**src/core/pas_pkg.sv**
```systemverilog
/*
 * Package for the port A output set block: register map, reset values and widths.
 * Assumes a 32-bit APB bus with one aligned word per register.
 */
package pas_pkg;
	localparam int          PAS_PIN_COUNT     = 32;
	localparam int          PAS_ADDR_W        = 12;
	// Register byte addresses
	localparam logic [11:0] PAS_OUTPUT_SET    = 12'h000;
	localparam logic [11:0] PAS_DIRECTION     = 12'h004;
	localparam logic [11:0] PAS_LATCH_STATUS  = 12'h008;
	// Values after reset
	localparam logic [31:0] PAS_LATCH_RESET   = 32'h0000_0000;
	localparam logic [31:0] PAS_DIR_RESET     = 32'h0000_0000;
	localparam logic [31:0] PAS_READ_ZERO     = 32'h0000_0000;
endpackage

```
**src/core/pas_port_a_set.sv**
```systemverilog
/*
 * Port A output set block: 32 output data latches, set-only register, direction register.
 * Assumes an APB master on sys_clk and an external pad that honours the output enable.
 */
// Summary of operation
// - Set register is 32 bits; bit n acts on pin n's latch.
// - Zero bits written leave latch and pin unchanged.
// - Reads of the set register always return zero.
// - A one bit forces the matching latch high.
// - A one bit on an output pin drives that pin high.
// - A one bit on a non-output pin sets the latch but leaves pin undriven.
`timescale 1ns/10ps
module pas_port_a_set
	import pas_pkg::*;
#(
	parameter int PINS = PAS_PIN_COUNT
) (
	input  wire logic                  sys_clk,
	input  wire logic                  sys_rst,
	input  wire logic                  psel,
	input  wire logic                  penable,
	input  wire logic                  pwrite,
	input  wire logic [PAS_ADDR_W-1:0] paddr,
	input  wire logic [31:0]           pwdata,
	output logic      [31:0]           prdata,
	output logic                       pready,
	output logic                       pslverr,
	output logic      [PINS-1:0]       port_a_pin_bits_o,
	output logic      [PINS-1:0]       port_a_pin_bits_oe,
	output logic      [PINS-1:0]       port_a_latch
);
	if (PINS != 32) begin : g_bad_pins
		$error("pas_port_a_set supports exactly 32 pins");
	end

	logic            wr_set;
	logic            wr_dir;
	logic            rd_ok;
	logic            bad_addr;
	logic [PINS-1:0] latch_q;
	logic [PINS-1:0] latch_d;
	logic [PINS-1:0] dir_q;
	logic [PINS-1:0] dir_d;
	logic [31:0]     prdata_d;
	logic [31:0]     prdata_q;
	logic            pslverr_d;
	logic            pslverr_q;
	logic            pready_q;
	logic            pready_d;

	pas_apb_slave u_apb (
		.sys_clk  (sys_clk),
		.sys_rst  (sys_rst),
		.psel     (psel),
		.penable  (penable),
		.pwrite   (pwrite),
		.paddr    (paddr),
		.wr_set   (wr_set),
		.wr_dir   (wr_dir),
		.rd_ok    (rd_ok),
		.bad_addr (bad_addr)
	);

	always_comb begin
		latch_d = latch_q;
		// Writes land only at the edge where pready is sampled high
		if (wr_set & pready_q) begin
			latch_d = latch_q | pwdata[PINS-1:0];
		end
		dir_d = dir_q;
		if (wr_dir & pready_q) begin
			dir_d = pwdata[PINS-1:0];
		end
	end

	// Read data is decoded off the request and registered so it is valid when pready is high
	always_comb begin
		prdata_d  = PAS_READ_ZERO;
		pslverr_d = bad_addr;
		if (rd_ok) begin
			unique case (paddr)
				PAS_OUTPUT_SET:   prdata_d = PAS_READ_ZERO;
				PAS_DIRECTION:    prdata_d = dir_q;
				PAS_LATCH_STATUS: prdata_d = latch_q;
				default:          prdata_d = PAS_READ_ZERO;
			endcase
		end
	end

	always_ff @(posedge sys_clk) begin
		if (sys_rst) begin
			latch_q   <= PAS_LATCH_RESET;
			dir_q     <= PAS_DIR_RESET;
			prdata_q  <= PAS_READ_ZERO;
			pslverr_q <= 1'b0;
		end else begin
			latch_q   <= latch_d;
			dir_q     <= dir_d;
			prdata_q  <= prdata_d;
			pslverr_q <= pslverr_d;
		end
	end

	// Registered answer: pready goes high one cycle into the access phase
	always_comb begin
		pready_d = psel & penable & ~pready_q;
	end
	always_ff @(posedge sys_clk) begin
		if (sys_rst) begin
			pready_q <= 1'b0;
		end else begin
			pready_q <= pready_d;
		end
	end

	always_comb begin
		pready  = pready_q;
		prdata  = prdata_q;
		pslverr = pslverr_q;
	end

	pas_pin_driver #(
		.WIDTH (PINS)
	) u_pins (
		.sys_clk (sys_clk),
		.sys_rst (sys_rst),
		.latch   (latch_q),
		.dir_out (dir_q),
		.pin_o   (port_a_pin_bits_o),
		.pin_oe  (port_a_pin_bits_oe)
	);

	always_comb begin
		port_a_latch = latch_q;
	end
endmodule

```
**src/core/pas_apb_slave.sv**
```systemverilog
/*
 * APB slave front end: decodes one access per transfer; the top answers with one wait state.
 * Assumes an APB master on sys_clk; pslverr flags unmapped addresses.
 */
`timescale 1ns/10ps
module pas_apb_slave
	import pas_pkg::*;
(
	input  wire logic                  sys_clk,
	input  wire logic                  sys_rst,
	input  wire logic                  psel,
	input  wire logic                  penable,
	input  wire logic                  pwrite,
	input  wire logic [PAS_ADDR_W-1:0] paddr,
	output logic                       wr_set,
	output logic                       wr_dir,
	output logic                       rd_ok,
	output logic                       bad_addr
);
	logic access;

	// Decode is held through the access phase; the top adds one wait state
	always_comb begin
		access   = psel & penable;
		wr_set   = access & pwrite & (paddr == PAS_OUTPUT_SET);
		wr_dir   = access & pwrite & (paddr == PAS_DIRECTION);
		rd_ok    = access & ~pwrite;
		bad_addr = access & (paddr != PAS_OUTPUT_SET) & (paddr != PAS_DIRECTION)
			& (paddr != PAS_LATCH_STATUS);
	end
endmodule

```
**src/core/pas_pin_driver.sv**
```systemverilog
/*
 * Per-pin output stage: the pin is driven from its latch only while configured as output.
 * Assumes latch and direction come from the same clock domain.
 */
`timescale 1ns/10ps
module pas_pin_driver #(
	parameter int WIDTH = 32
) (
	input  wire logic             sys_clk,
	input  wire logic             sys_rst,
	input  wire logic [WIDTH-1:0] latch,
	input  wire logic [WIDTH-1:0] dir_out,
	output logic      [WIDTH-1:0] pin_o,
	output logic      [WIDTH-1:0] pin_oe
);
	logic [WIDTH-1:0] pin_d;
	logic [WIDTH-1:0] oe_d;

	for (genvar i = 0; i < WIDTH; i++) begin : g_pin
		always_comb begin
			pin_d[i] = latch[i] & dir_out[i];
			oe_d[i]  = dir_out[i];
		end
	end

	always_ff @(posedge sys_clk) begin
		if (sys_rst) begin
			pin_o  <= '0;
			pin_oe <= '0;
		end else begin
			pin_o  <= pin_d;
			pin_oe <= oe_d;
		end
	end
endmodule

```
**config.mk**
```make
export PLATFORM = sky130hd
export DESIGN_NAME = pas_port_a_set
export DESIGN_NICKNAME = d
export VERILOG_FILES = /design/src/core/pas_pkg.sv /design/src/core/pas_port_a_set.sv /design/src/core/pas_apb_slave.sv /design/src/core/pas_pin_driver.sv
export SDC_FILE = /design/constraint.sdc
export NUM_CORES = 1
export LEC_CHECK = 0
export ABC_AREA = 1
export BUFFER_PORTS_ARGS = -buffer_cell sky130_fd_sc_hd__buf_4
export CELL_PAD_IN_SITES_DETAIL_PLACEMENT = 0
export CELL_PAD_IN_SITES_GLOBAL_PLACEMENT = 1
export CORE_MARGIN = 2
export CORE_UTILIZATION = 39
export CTS_BUF_LIST = sky130_fd_sc_hd__clkbuf_16
export DETAILED_ROUTE_END_ITERATION = 6
export GPL_TIMING_DRIVEN = 0
export PLACE_DENSITY_LB_ADDON = 0.15
export SETUP_SLACK_MARGIN = 0.2
export SLEW_MARGIN = 20
export SYNTH_ARGS = -nofsm -noshare
export SYNTH_HDL_FRONTEND = slang
export SYNTH_SLANG_ARGS = --single-unit
```
**constraint.sdc**
```tcl
create_clock -name sys_clk -period 2.8 [get_ports sys_clk]
set_input_delay 0.56 -clock sys_clk [delete_from_list [all_inputs] [get_ports sys_clk]]
set_output_delay 0.56 -clock sys_clk [all_outputs]
set_load 0.02 [all_outputs]
```
Word level (Yosys, flattened, before mapping)

Index checks and enable logic that the tools add are counted.

Output and inout bits: 130
Bits of input ports: 49
Logic and storage cells: 62
Bits in registers: 162

Equal/unequal tests: 4
Multiplexer cells: 1
Bitwise logic cells: 47
Reductions and logical operators: 3

Operators with widths:

| operator                                               | number |
|---|---|
| case mux 32 bit (2 select lines)                       | 1 |
| AND 1 bit                                              | 43 |
| OR 32 bit                                              | 1 |
| equality test 12 x 3 -> 1 bit, second input constant   | 1 |
| equality test 12 x 4 -> 1 bit, second input constant   | 1 |
| logical NOT 12 bit                                     | 1 |
| inequality test 12 x 3 -> 1 bit, second input constant | 1 |
| inequality test 12 x 4 -> 1 bit, second input constant | 1 |
| nonzero test 12 bit                                    | 1 |
| inverter 1 bit                                         | 3 |
| OR reduction 2 bit                                     | 1 |

Longest topological paths before layout

Word-level depth: 4
Gate-level depth with buffers: 8

Hierarchy

Synthesis repeated with hierarchy kept, for this count alone.

Cell total of the unflattened synthesis: 662
Area, all modules: 5,664.2 um2

Modules (own cells, without submodules):

| module         | instances | cells an instance | area each (um2) | seq. area each (um2) |
|---|---|---|---|---|
| pas_port_a_set | 1         | 441               | 3,736.1         | 1,961.9 |
| pas_pin_driver | 1         | 199               | 1,840.5         | 1,281.2 |
| pas_apb_slave  | 1         | 22                | 87.6            | 0.0 |

Worst setup path after synthesis

No wires, ideal clock.

Path type: input-to-reg
Start point: input psel
End point: register dir_q[15]
Cell stages on the path: 7
Path slack: 1.297 ns
Data required time: 2.690 ns
Library setup time: 0.110 ns
Data arrival time: 1.393 ns
Buffers on the path: 2
Cell sequence: nand2_1 -> nor2_1 -> buf_2 -> buf_1 -> nand4_1 -> nand2_1 -> nor2_1

Longest elaborated chain between the ends: 4

Ends and longest elaborated chain:

| what                   | RTL line             | source |
|---|---|---|
| from (decl)            | pas_port_a_set.sv:20 | `input wire logic psel,` |
| AND 1 bit              | pas_apb_slave.sv:24  | `access = psel & penable;` |
| AND 1 bit (2 in a row) | pas_apb_slave.sv:26  | `wr_dir = access & pwrite & (paddr == PAS_DIRECTION);` |
| AND 1 bit              | pas_port_a_set.sv:71 | `if (wr_dir & pready_q) begin` |
| to (signal assigned)   | pas_port_a_set.sv:98 | `dir_q <= dir_d;` |
| to (decl)              | pas_port_a_set.sv:42 | `logic [PINS-1:0] dir_q;` |

No other way between the ends.
A chain may end at the register's enable or synchronous reset.

Worst setup path in the final report

Start point: input paddr[0]
End point: register prdata_q[2] (netlist: prdata[2])

Longest elaborated chain between the ends: 2

Ends and longest elaborated chain:

| what                                                                           | RTL line             | source |
|---|---|---|
| from (decl)                                                                    | pas_port_a_set.sv:23 | `input wire logic [PAS_ADDR_W-1:0] paddr,` |
| equality test 12 x 4 -> 1 bit or equality test 12 x 3 -> 1 bit (tied branches) | pas_port_a_set.sv:81 | `unique case (paddr)` |
| case mux 32 bit (2 select lines) *                                             | pas_port_a_set.sv:81 |  |
| to (signal assigned)                                                           | pas_port_a_set.sv:99 | `prdata_q <= prdata_d;` |
| to (decl)                                                                      | pas_port_a_set.sv:45 | `logic [31:0] prdata_q;` |

Mark *: on every way between the ends. The rest lies on a longest branch, timed or not.

==> flow_metrics.tcl <==
set metrics [dict create \
    outcome "finished, final reports clean" \
    max-clock-path-buffers 2 \
    grt_pass1_wl_mm 27.4 \
    drt_iter0_markers 372 \
    vias_per_cell 4.86 \
    timing.final.crit_share_pct 59.4 \
    clk_latency_ns 0.42 \
    grt.overflow.total 0 \
    rsz0062_at_grt "false" \
    drt_pre_antenna_iters 5 \
    synthCells 726 \
    fin_nets 971 \
    syn_area_um2 5810 \
    max_stage_delay_ns 0.46 \
    hpwlAfterDp_mm 12.5 \
    antenna_cells 0 \
    ctsHoldBuffers 0 \
    synth_top_area_share_pct 55.8 \
    hold_path_depth 3 \
    die_w_um 126 \
    setup_viol 0 \
    die-area_um2 15900 \
    hold_start "pwdata[3]" \
    whs_endpoint "port_a_latch[3]" \
    clk_pin_slew_ns 0.06 \
    grt_usage_pct 21.9 \
    hold_viol 0 \
    grt_max_degree 17 \
    final_antenna_net_count 0 \
    holdCritPathClass "in -> reg" \
    synth_area_leaders "dfxtp_1 (56%), inv_1 (8.5%), nand4_1 (6.9%), a21oi_1 (5.6%), nand3_1 (5.6%)" \
    via_count 5441 \
    rows 44 \
    ys_top_cells_by_count "dfxtp_1 (162), inv_1 (132), nor2_1 (73)" \
    synth_most_common_cell "dfxtp_1" \
    rr_worst_depth 7 \
    setup-tns-final_ns 0 \
    clock_sinks 162 \
    stdcell_count 1119 \
    post-cts-setup-buffers 0 \
    period_needed_ns 1.66 \
    critical_path_class "in -> reg" \
    worst_pin_slew_ns 0.644 \
    worstPathArrival_ns 2.01 \
    globalplace.congestion 0.810 \
    io_buffers 177 \
    cts_resized 0 \
    syn2layout_area_growth_pct 36.8 \
    ys_ff_latch 162 \
    initial_core_util_pct 40.0 \
    r2r_end "dir_q[30]" \
    root_buffer "clkbuf_16" \
    drt_wl_total_mm 17.4 \
    crit_required_ns 3.14 \
    core-area_um2 14500 \
    cts_buffers 17 \
    cp_max_fo 10 \
    drive_above_1_share_pct 25.9 \
    grt_pass1_vias 5463 \
    synthArstFlopShare_pct 0 \
    endpoint_kind "flip-flop" \
    fin_skew_ns 0.00646 \
    power_density_nw_per_um2 599 \
    wire_per_inst_um 15.6 \
    die_y_um 126 \
    yosys_most_used_dff "dfxtp_1" \
    htreeDepth 4 \
    synth-edff-count 0 \
    max_freq_ghz 0.601 \
    synth_area_per_cell_um2 8.00 \
    yosys_warnings 0 \
    synth_top_area_cell "dfxtp_1" \
    synth_cell_type_count 19 \
    drv_cap 0 \
    cts_tree "done" \
    crit-reg2reg-launch "pready" \
    synthesis.nets 775 \
    cp_cell_sequence "buf_4 -> inv_1 -> nand2_1 -> nor3_2 -> clkbuf_1 -> nand3_1 -> a21oi_1" \
    slew_viol_final 0 \
    seq_area_frac_synth_pct 55.8 \
    antenna_found_initial 0 \
    ff2ff_setup_slack_ns 1.15 \
    drcViolationCount 0 \
    crit_slowest_cell "clkbuf_1" \
    io_pins 179 \
    relSlewSlack_pct 57.1 \
    dp.cells 1087 \
    place_area_um2 7370 \
    leakagePower_nw 3.56 \
    start_kind "input port" \
    ir_drop_uv 351 \
    final_area_um2 7950 \
]
## flip-flops by register name (all words and copies together), names as in the netlist
name / flops
pslverr: 1
dir_q: 32
prdata: 32
u_pins.pin_oe: 32
port_a_latch: 32
pready: 1
u_pins.pin_o: 32
## critical path: cells and delay by family
kind,cells,cell delay (ns)
buf+inv,3,0.61
compound gates,1,0.20
simple gates,3,0.64
## through the flow
| step | utilization [%] | hold WS, ns | power, mW | worst slack (ns) |
|---|---|---|---|---|
| after floorplan | - | 0.445 | 2.43 | 1.30 |
| after global placement | 50.7 | 0.426 | 2.53 | 0.731 |
| after detailed placement | 50.7 | 0.439 | 2.53 | 0.694 |
| after CTS | 54.7 | 0.411 | 4.79 | 1.13 |
| after global routing | 54.7 | 0.422 | 4.91 | 0.916 |
| final | 54.7 | 0.431 | 4.76 | 1.14 |
## layer usage
layer  vias to the layer above  routed length (µm)  global-route usage (%)
met1                      2502                7240                    27.6
met4                         0                 326                    8.79
li1                       2711                   -                       -
met2                       200                8490                    35.8
met5                         -                   0                       0
met3                        28                1370                    5.86
## placed cells by master, fill, tap and decap left out, types with 6 or more instances in the layout
cell / count
buf_4: 181
dfxtp_1: 162
inv_1: 136
nor2_1: 73
nand2_1: 71
nand3_1: 65
a21oi_1: 65
nand4_1: 64
nor3_1: 32
buf_2: 27
clkbuf_16: 17
clkbuf_1: 15
buf_1: 6
## area by class of cell
cell class | count | area, µm²
Tap cell | 184 | 230
Inverter | 134 | 503
Sequential cell | 162 | 3240
Fill cell | 1444 | 6590
Timing Repair Buffer | 177 | 1330
Buffer | 55 | 278
Clock inverter | 15 | 153
Multi-Input combinational cell | 375 | 1790
Clock buffer | 17 | 425
## worst max path at each step
stage                   from         end  slack [ns]  cells after the start
finish              paddr[0]   prdata[2]        1.14                      7
global route        paddr[0]  prdata[11]        0.92                      7
CTS                 paddr[0]  prdata[25]        1.13                      7
detailed placement  paddr[0]  prdata[25]        0.69                      7
global placement    paddr[0]  prdata[27]        0.73                      7
floorplan               psel   dir_q[15]        1.30                      7
## logic make-up after synthesis
family          synth area share (%)
simple gates                    25.0
buf+inv                         13.4
flops                           55.8
compound gates                  5.69
## report_power, final
group          internal, mW  switching, mW  total, mW
Combinational        0.0668          0.108      0.174
Sequential             2.31       0.000801       2.31
Clock                  1.38          0.899       2.28
Total                  3.75           1.01       4.76
No activity file was read; power rests on OpenSTA's default activity.
